`src/startup_seq_cfg.svh`:
```
// constants of the dual rail start-up sequencer: timing counts and codes
// assumes a 100 MHz system clock
`ifndef STARTUP_SEQ_CFG_SVH
`define STARTUP_SEQ_CFG_SVH
`define CLK_PERIOD_NS 10
`define STARTUP_DELAY_US 100
`define STARTUP_DELAY_CYC ((`STARTUP_DELAY_US * 1000) / `CLK_PERIOD_NS)
// ramp rate 3.25 mV/us with 1 mV reference steps: one step per 1000/3.25 ns, rounded down
`define RAMP_RATE_UV_PER_US 3250
`define RAMP_STEP_CYC ((1000000 / `RAMP_RATE_UV_PER_US) * 1000 / `CLK_PERIOD_NS / 1000)
`define RETRY_WAIT_MS 12
`define RETRY_WAIT_CYC ((`RETRY_WAIT_MS * 1000000) / `CLK_PERIOD_NS)
`define RETRY_LIMIT 3'd7
`define UV_TRIP_MV 16'd300
`define UV_CLEAR_MV 16'd250
`define OVP_RELEASE_MV 16'd400
`define TARGET_RESET 16'h0000
`endif

```
`src/startup_seq_pkg.sv`:
```
// types shared by the sequencer files
package startup_seq_pkg;
   typedef enum logic [1:0] {PHASES_FOUR, PHASES_THREE, PHASES_TWO} phase_count_e;
   typedef logic [15:0] millivolt_t;
endpackage : startup_seq_pkg

```
`src/pin_sync.sv`:
```
// three flop synchroniser for one pin; a change is accepted once stages two and three agree
// assumes the pin is asynchronous to sys_clk_i
`timescale 1ns/100ps
module pin_sync (
   input wire logic sys_clk_i,
   input wire logic srst_i,
   input wire logic pin_i,
   output logic level_o
);
   logic s1_r;
   logic s2_r;
   logic s3_r;
   always_ff @(posedge sys_clk_i) begin
      if (srst_i) begin
         s1_r <= 1'b0;
         s2_r <= 1'b0;
         s3_r <= 1'b0;
         level_o <= 1'b0;
      end else begin
         s1_r <= pin_i;
         s2_r <= s1_r;
         s3_r <= s2_r;
         if (s2_r == s3_r) begin
            level_o <= s3_r;
         end
      end
   end
endmodule : pin_sync

```
`src/dual_rail_startup_fault_sequencer.sv`:
```
// start-up, soft-start ramp and protection sequencer for core and aux rails
// assumes analogue comparators give digital levels and targets arrive as millivolt codes
// Behaviour
// start only when all start conditions met
// evaluate other inputs after bias good
// shutdown until enable comparator high, hysteretic
// latch target mode on enable rise
// fourth sense high three, both two
// sample phase count before soft-start
// serial mode both rails, parallel core only
// serial targets held until enable low
// load targets, wait fixed startup delay
// ramp references at fixed slew rate
// power ok only after ramp done
// drives off while feedback above reference
// precharged above target: drive at end
// power ok low in shutdown, soft-start
// drop power ok on faults or disable
// overvoltage, overcurrent latch keeps power low
// overvoltage forces all low sides on
// low sides on until sense below 400mV
// after overvoltage, stay off until reset
// system readies drivers before enable
// continuously compare sense to overvoltage trip; code ignores the overvoltage inputs while in ST_OFF
// undervoltage flag with 300/250 mV hysteresis
// overcurrent waits 12ms, seven tries latch
// no sense tie-high gives four phases
`timescale 1ns/100ps
`include "startup_seq_cfg.svh"
module dual_rail_startup_fault_sequencer
   import startup_seq_pkg::*;
#(
   parameter int unsigned STARTUP_DELAY_CYC = `STARTUP_DELAY_CYC,
   parameter int unsigned RETRY_WAIT_CYC = `RETRY_WAIT_CYC
) (
   input wire logic sys_clk_i,
   input wire logic srst_i,
   input wire logic bias_por_ok_i,
   input wire logic core_driver_supply_ok_i,
   input wire logic aux_rail_driver_supply_ok_i,
   input wire logic enable_cmp_i,
   input wire logic mode_select_input_i,
   input wire logic phase_three_sense_neg_high_i,
   input wire logic phase_four_sense_neg_high_i,
   input wire logic fixed_target_enable_i,
   input wire logic serial_target_data_i,
   input wire logic serial_target_clock_i,
   input wire startup_seq_pkg::millivolt_t parallel_target_mv_i,
   input wire startup_seq_pkg::millivolt_t serial_core_target_mv_i,
   input wire startup_seq_pkg::millivolt_t serial_aux_target_mv_i,
   input wire logic core_fb_above_ref_i,
   input wire logic aux_rail_fb_above_ref_i,
   input wire startup_seq_pkg::millivolt_t core_sense_mv_i,
   input wire startup_seq_pkg::millivolt_t aux_rail_sense_mv_i,
   input wire logic core_ov_i,
   input wire logic aux_rail_ov_i,
   input wire logic core_oc_i,
   input wire logic aux_rail_oc_i,
   input wire startup_seq_pkg::millivolt_t differential_sense_out_mv_i,
   output startup_seq_pkg::millivolt_t core_ref_mv_o,
   output startup_seq_pkg::millivolt_t aux_rail_ref_mv_o,
   output logic core_drive_en_o,
   output logic aux_rail_drive_en_o,
   output logic low_side_force_o,
   output logic serial_target_mode_o,
   output startup_seq_pkg::phase_count_e phase_count_o,
   output logic ext_pwm3_active_o,
   output logic ext_pwm4_active_o,
   output logic power_ok_out_o,
   output logic power_ok_out_oe_n_o,
   output logic latched_off_o
);
   import startup_seq_pkg::*;
   typedef enum logic [2:0] {ST_OFF, ST_DELAY, ST_RAMP, ST_RUN, ST_OC_WAIT, ST_LATCHED} seq_state_e;
   ////////////////////////////////////////////////////////////////////////////////
   // input synchronisers; phase tie inputs and mode select are straps, sampled here too
   localparam int NSYNC = 7;
   logic [NSYNC-1:0] raw_pins;
   logic [NSYNC-1:0] sync_pins;
   assign raw_pins = {mode_select_input_i, bias_por_ok_i, core_driver_supply_ok_i,
                      aux_rail_driver_supply_ok_i, enable_cmp_i, phase_three_sense_neg_high_i,
                      phase_four_sense_neg_high_i};
   generate
      for (genvar gi = 0; gi < NSYNC; gi++) begin : g_sync
         pin_sync u_sync (
            .sys_clk_i(sys_clk_i),
            .srst_i(srst_i),
            .pin_i(raw_pins[gi]),
            .level_o(sync_pins[gi])
         );
      end
   endgenerate
   logic bias_ok;
   logic drv_ok;
   logic en_lvl;
   logic p3_high;
   logic p4_high;
   assign bias_ok = sync_pins[5];
   // driver supplies, enable and phase detect only count once bias is up
   assign drv_ok = bias_ok & sync_pins[4] & sync_pins[3];
   // enable comparator already applies the 0.86 V rise / 110 mV hysteresis
   assign en_lvl = bias_ok & sync_pins[2];
   assign p3_high = bias_ok & sync_pins[1];
   assign p4_high = bias_ok & sync_pins[0];

   logic mode_sel;
   assign mode_sel = sync_pins[6];

   ////////////////////////////////////////////////////////////////////////////////
   // enable edge, mode latch, target capture
   logic en_prev_r;
   logic en_rise;
   assign en_rise = en_lvl & ~en_prev_r;
   always_ff @(posedge sys_clk_i) begin
      if (srst_i) begin
         en_prev_r <= 1'b0;
      end else begin
         en_prev_r <= en_lvl;
      end
   end

   always_ff @(posedge sys_clk_i) begin
      if (srst_i) begin
         serial_target_mode_o <= 1'b0;
      end else if (en_rise) begin
         serial_target_mode_o <= mode_sel;
      end
   end

   // fixed-target, data and clock levels are decoded outside into millivolt targets
   millivolt_t core_tgt_r;
   millivolt_t aux_tgt_r;
   logic tgt_valid_r;
   always_ff @(posedge sys_clk_i) begin
      if (srst_i || !en_lvl) begin
         core_tgt_r <= `TARGET_RESET;
         aux_tgt_r <= `TARGET_RESET;
         tgt_valid_r <= 1'b0;
      end else if (!tgt_valid_r && en_prev_r) begin
         // capture once per enable; held until enable low or reset
         tgt_valid_r <= 1'b1;
         if (serial_target_mode_o) begin
            core_tgt_r <= serial_core_target_mv_i;
            aux_tgt_r <= serial_aux_target_mv_i;
         end else begin
            core_tgt_r <= parallel_target_mv_i;
            aux_tgt_r <= `TARGET_RESET;
         end
      end
   end

   ////////////////////////////////////////////////////////////////////////////////
   // sequencer
   seq_state_e state_r;
   logic [31:0] cnt_r;
   logic [2:0] retry_r;
   logic ov_any;
   logic oc_any;
   logic start_ok;
   logic ramp_done;
   logic step_tick;
   assign ov_any = core_ov_i | aux_rail_ov_i;
   assign oc_any = core_oc_i | aux_rail_oc_i;
   assign start_ok = bias_ok & drv_ok & en_lvl & tgt_valid_r;
   assign ramp_done = (core_ref_mv_o == core_tgt_r) && (aux_rail_ref_mv_o == aux_tgt_r);
   assign step_tick = (cnt_r >= 32'(`RAMP_STEP_CYC - 1));

   always_ff @(posedge sys_clk_i) begin
      if (srst_i) begin
         state_r <= ST_OFF;
         cnt_r <= 32'h0;
         retry_r <= 3'h0;
      end else if (state_r == ST_LATCHED) begin
         state_r <= ST_LATCHED; // only reset leaves
      end else if (ov_any && state_r != ST_OFF) begin
         state_r <= ST_LATCHED;
      end else if (!bias_ok || !en_lvl) begin
         state_r <= ST_OFF;
         retry_r <= 3'h0;
         cnt_r <= 32'h0;
      end else if (oc_any && state_r inside {ST_DELAY, ST_RAMP, ST_RUN}) begin
         state_r <= ST_OC_WAIT;
         cnt_r <= 32'h0;
      end else begin
         case (state_r)
            ST_OFF: begin
               cnt_r <= 32'h0;
               if (start_ok) begin
                  state_r <= ST_DELAY;
               end
            end
            ST_DELAY: begin
               if (cnt_r == STARTUP_DELAY_CYC - 1) begin
                  state_r <= ST_RAMP;
                  cnt_r <= 32'h0;
               end else begin
                  cnt_r <= cnt_r + 32'h1;
               end
            end
            ST_RAMP: begin
               if (ramp_done) begin
                  state_r <= ST_RUN;
                  retry_r <= 3'h0;
               end else begin
                  cnt_r <= step_tick ? 32'h0 : cnt_r + 32'h1;
               end
            end
            ST_RUN: state_r <= ST_RUN;
            ST_OC_WAIT: begin
               if (cnt_r == RETRY_WAIT_CYC - 1) begin
                  cnt_r <= 32'h0;
                  if (retry_r == `RETRY_LIMIT - 3'd1) begin
                     state_r <= ST_LATCHED;
                  end else begin
                     retry_r <= retry_r + 3'h1;
                     state_r <= ST_DELAY;
                  end
               end else begin
                  cnt_r <= cnt_r + 32'h1;
               end
            end
            default: state_r <= ST_OFF;
         endcase
      end
   end

   ////////////////////////////////////////////////////////////////////////////////
   // phase count, sampled while stopped and frozen from soft-start on
   always_ff @(posedge sys_clk_i) begin
      if (srst_i) begin
         phase_count_o <= PHASES_FOUR;
         ext_pwm3_active_o <= 1'b1;
         ext_pwm4_active_o <= 1'b1;
      end else if (state_r == ST_OFF) begin
         if (p3_high && p4_high) begin
            phase_count_o <= PHASES_TWO;
            ext_pwm3_active_o <= 1'b0;
            ext_pwm4_active_o <= 1'b0;
         end else if (p4_high) begin
            phase_count_o <= PHASES_THREE;
            ext_pwm3_active_o <= 1'b1;
            ext_pwm4_active_o <= 1'b0;
         end else begin
            phase_count_o <= PHASES_FOUR;
            ext_pwm3_active_o <= 1'b1;
            ext_pwm4_active_o <= 1'b1;
         end
      end
   end

   ////////////////////////////////////////////////////////////////////////////////
   // references: zero until ramp, then one millivolt per step
   always_ff @(posedge sys_clk_i) begin
      if (srst_i || !(state_r == ST_RAMP || state_r == ST_RUN)) begin
         core_ref_mv_o <= 16'h0;
         aux_rail_ref_mv_o <= 16'h0;
      end else if (state_r == ST_RAMP && step_tick) begin
         if (core_ref_mv_o < core_tgt_r) begin
            core_ref_mv_o <= core_ref_mv_o + 16'h1;
         end
         if (aux_rail_ref_mv_o < aux_tgt_r) begin
            aux_rail_ref_mv_o <= aux_rail_ref_mv_o + 16'h1;
         end
      end
   end

   // drive enable: during ramp only once reference passes feedback; pre-bias above
   // target is released at ramp end; overvoltage drops both with the clamp
   always_ff @(posedge sys_clk_i) begin
      if (srst_i) begin
         core_drive_en_o <= 1'b0;
         aux_rail_drive_en_o <= 1'b0;
      end else if (state_r == ST_RUN && !ov_any) begin
         core_drive_en_o <= 1'b1;
         aux_rail_drive_en_o <= serial_target_mode_o;
      end else if (state_r == ST_RAMP && !ov_any) begin
         core_drive_en_o <= core_drive_en_o | ~core_fb_above_ref_i;
         aux_rail_drive_en_o <= serial_target_mode_o
                                & (aux_rail_drive_en_o | ~aux_rail_fb_above_ref_i);
      end else begin
         core_drive_en_o <= 1'b0;
         aux_rail_drive_en_o <= 1'b0;
      end
   end

   // overvoltage clamp: low sides on while sense stays at or above 400 mV, rearmed on recurrence
   always_ff @(posedge sys_clk_i) begin
      if (srst_i) begin
         low_side_force_o <= 1'b0;
      end else if (ov_any && state_r != ST_OFF) begin
         low_side_force_o <= 1'b1;
      end else if (differential_sense_out_mv_i < `OVP_RELEASE_MV) begin
         low_side_force_o <= 1'b0;
      end
   end

   always_ff @(posedge sys_clk_i) begin
      if (srst_i) begin
         latched_off_o <= 1'b0;
      end else begin
         latched_off_o <= (state_r == ST_LATCHED);
      end
   end

   ////////////////////////////////////////////////////////////////////////////////
   // undervoltage flags with hysteresis
   logic [1:0] uv_r;
   millivolt_t sense_mv [2];
   millivolt_t tgt_mv [2];
   assign sense_mv[0] = core_sense_mv_i;
   assign sense_mv[1] = aux_rail_sense_mv_i;
   assign tgt_mv[0] = core_tgt_r;
   assign tgt_mv[1] = aux_tgt_r;
   generate
      for (genvar gi = 0; gi < 2; gi++) begin : g_uv
         always_ff @(posedge sys_clk_i) begin
            if (srst_i || state_r != ST_RUN || (gi == 1 && !serial_target_mode_o)) begin
               uv_r[gi] <= 1'b0;
            end else if ({1'b0, sense_mv[gi]} + {1'b0, `UV_TRIP_MV} < {1'b0, tgt_mv[gi]}) begin
               uv_r[gi] <= 1'b1;
            end else if ({1'b0, sense_mv[gi]} + {1'b0, `UV_CLEAR_MV} > {1'b0, tgt_mv[gi]}) begin
               uv_r[gi] <= 1'b0;
            end
         end
      end
   endgenerate

   // power ok: open drain, oe_n low pulls the pin low
   logic pok_nxt;
   assign pok_nxt = (state_r == ST_RUN) && ramp_done && !uv_r[0] && !uv_r[1] && !ov_any && !oc_any
                    && en_lvl && bias_ok;
   always_ff @(posedge sys_clk_i) begin
      if (srst_i) begin
         power_ok_out_o <= 1'b0;
         power_ok_out_oe_n_o <= 1'b0;
      end else begin
         power_ok_out_o <= 1'b0;
         power_ok_out_oe_n_o <= pok_nxt;
      end
   end
endmodule : dual_rail_startup_fault_sequencer

```
`config.mk`:
```
export PLATFORM = sky130hd
export DESIGN_NAME = dual_rail_startup_fault_sequencer
export DESIGN_NICKNAME = d
export VERILOG_FILES = /design/src/startup_seq_pkg.sv /design/src/pin_sync.sv /design/src/dual_rail_startup_fault_sequencer.sv
export VERILOG_INCLUDE_DIRS = /design/src
export SDC_FILE = /design/constraint.sdc
export NUM_CORES = 1
export LEC_CHECK = 0
export BUFFER_PORTS_ARGS = -buffer_cell sky130_fd_sc_hd__buf_2
export CORE_UTILIZATION = 58
export DETAILED_ROUTE_END_ITERATION = 10
export HOLD_SLACK_MARGIN = 0.1
export PLACE_DENSITY = 0.83
export SETUP_SLACK_MARGIN = 0.4
export SLEW_MARGIN = 20
export SYNTH_ARGS = -nofsm -noshare
export SYNTH_HDL_FRONTEND = slang
export SYNTH_SLANG_ARGS = --single-unit
```
`constraint.sdc`:
```
create_clock -name sys_clk_i -period 3.5 [get_ports sys_clk_i]
set_input_delay 0.175 -clock sys_clk_i [delete_from_list [all_inputs] [get_ports sys_clk_i]]
set_output_delay 0.175 -clock sys_clk_i [all_outputs]
set_load 0.03 [all_outputs]
```
==> metrics.txt <==
routed len/inst=16.81 µm; Via-to-Cell Ratio=6.179; status=completed; P per Cell Area=340.2 mW/mm²; Mapped Cells=roughly 1200; worst reg2reg path depth=7; overall routing resource usage=30.75%; hold depth=3; hold path start=parallel_target_mv_i[8]; Area Overhead vs Synth=18.62%; Worst Max-Slew Pin Slew=roughly 1100 ps; final net count=between 1500 and 2000; Hold Vio Cnt, Final=0; Fmax=around 360 MHz; gp weighted congestion=around 0.90; Leak=4.527 nW; Syn Std Cell Area=approximately 0.0097 mm²; HPWL Detailed=18740 µm; fraction of layout cells with a size suffix above 1=about 15%; Antenna diodes=0; initial antenna violation count=0; syn avg cell area=between 8 and 9 µm²; EDFF count, synth=0; Worst setup SP type=register; vias in the first global route=9142; final antenna-violating net count=0; met2 usage=about half; worst flop-to-flop path startpoint=core_ref_mv_o[7]; largest area contributor in the netlist=dfxtp_1; sum of negative setup slack=0 ps; Worst-path clk slew=roughly 70 ps; # port buffers=148; via count=roughly 9700; Peak VDD IR=0.3587 mV; Die Width=between 100 and 150 µm; Final setup viols=0; Initial Util=roughly three fifths; Tmin final=roughly 2800 ps; most frequent cell after synthesis=dfxtp_1; Hold Crit Class=primary input to register; clk_lat worst skew=roughly 440 ps; Pins Over Slew Limit=0; drc violations=0; Req. time, crit path=between 3000 and 4000 ps; TritonCTS clock tree=yes; Endpoint, Worst Hold=core_tgt_r[8]; worst r2r dst=core_ref_mv_o[3]; GRT met1 Usage=around 39%; flop2flop setup slack=a little under 700 ps; Seq cells post-synth=144; Yosys warnings=0; Seq/Total Area, Yosys=around 30%; Synth cell types=69; syn_nets=approximately 1400; top cells by count, synth=dfxtp_1, ha_1, nand2_1, nor2_1, a21oi_1; core area=roughly 0.016 mm²; crit path capture type=register; max-cap violations=0; die height=~130 µm; critical path launch point=core_ref_mv_o[7]; grt total ovfl=0; crit path max fanout=22; asr flop ratio synth=0%; met3 Track Usage GR=under 10%; CP arrival=~3200 ps; end-of-flow core utilization=between 70% and 80%; most used routing layer=met2; critical path class=register to register; Clock Tree Buf Depth=2; CTS buffer count=17; total power=between 3 and 4 mW; setup repair after global routing missed its margin=no; top-level I/O count=157; total wire length=about 26000 µm; top post-synthesis cells by area=dfxtp_1, ha_1, a21oi_1; CTS root buf=clkbuf_16; H-tree lvl count=4; Die ar.=0.01729 mm²; slew margin rel.=between 20% and 30%; row cnt=46; first-pass GRT wire length=43540 µm; Synth Flop Type=dfxtp_1; drt initial violations=691; worst clock skew=10.61 ps; DR pass1 iterations=5; Period Utilization, post-route=around four fifths; Sink Count=roughly 140; top-area cell type share of the netlist area=~30%; largest net degree at the start of global routing=about 50
==> worst max path at each step <==
stage                             endpoint
final                     core_ref_mv_o[3]
after global routing      core_ref_mv_o[3]
after CTS                         cnt_r[6]
after detailed placement           uv_r[0]
after global placement             uv_r[0]
after floorplan                    uv_r[0]
==> kinds of logic after synthesis <==
| group | after synthesis | synth area share, % |
|---|---|---|
| other | 1 | 0.03857 |
| AOI/OAI and AO/OA | 252 | 17.40 |
| adders and majority gates | 107 | 13.77 |
| muxes | 23 | 2.368 |
| xor gates and xnor gates | 73 | 6.576 |
| and+or+nand+nor | 470 | 25.22 |
| DFF | 144 | 29.65 |
| buffers and inverters | 119 | 4.980 |
==> where the power goes <==
part	leakage [nW]	internal, mW	switching, mW
Combinational	3.07	0.191	0.196
Sequential	1.16	1.65	0.00352
Clock	0.298	1.03	0.855
==> critical path, stage by stage, from the launching register on <==
cell	delay [ps]
dfxtp_1	520
ha_1	320
a21oi_1	140
o21ai_0	100
a221o_1	360
a221o_1	540
or4_1	570
a21oi_1	150
==> stage by stage <==
stage / hold WS [ps] / setup slack (ps) / std cells / instance area [µm²]
final: 87.69 / 683.6 / 1575 / 11530
after global routing: 123.8 / 506.3 / 1575 / 11530
after CTS: 101.9 / 615.9 / 1575 / 11530
after detailed placement: 387.1 / 449.7 / 1509 / 10580
after global placement: 388.9 / 577.5 / 1509 / 10580
after floorplan: 303.2 / 848.1 / 1189 / 9723
==> cell type report <==
cell class              instances  area, µm²
repair buffers                192       1156
multi-input cells             926       6370
inverters                      65      244.0
clock buffers                  17      425.4
well taps                     216      270.3
clock inverters                15      183.9
flip-flops and latches        144       2884
fillers                      1220       4582
==> state kept, by name, summed over array words and instances, names as in the netlist, 2 cells and up <==
register and count:
g_sync.u_sync.s3_r 7, core_ref_mv_o 16, g_sync.u_sync.level_o 7, aux_rail_ref_mv_o 16, core_tgt_r 16, state_r 3, g_sync.u_sync.s2_r 7, uv_r 2
cnt_r 32, phase_count_o 2, g_sync.u_sync.s1_r 7, aux_tgt_r 16, retry_r 3
==> layer usage <==
metal	vias up	routed length (µm)
met4	0	887
met3	80	1913
met2	450	12440
met5	-	0
met1	4541	11230
li1	4661	-
==> repair_timing <==
action	CTS	global route
resized for setup	0	1
setup buffers	0	0
endpoints found under the setup margin	0	29
hold endpoints to repair	29	0
hold buffers	34	0
==> cells in the final DEF (no fill, tap or decap), types with 13 or more instances in the layout <==
cell           synthesis  final
nand2_1               99     99
nor2b_1               31     30
dlygate4sd3_1          0     34
mux2i_1               23     23
inv_1                 64     64
or4_1                 15     15
ha_1                 107    107
xor2_1                35     35
nand2b_1              24     24
a21o_1                17     17
buf_2                  6    148
nor3_1                23     23
and3_1                13     13
clkbuf_16              0     17
xnor2_1               38     38
nor4_1                24     23
nand3_1               56     56
nand4_1               43     43
a211oi_1              24     24
o21ai_0               37     37
a21oi_1               83     83
dfxtp_1              144    143
nor2_1                98     98
o31ai_1               17     17
(Power assumes the default switching activity.)
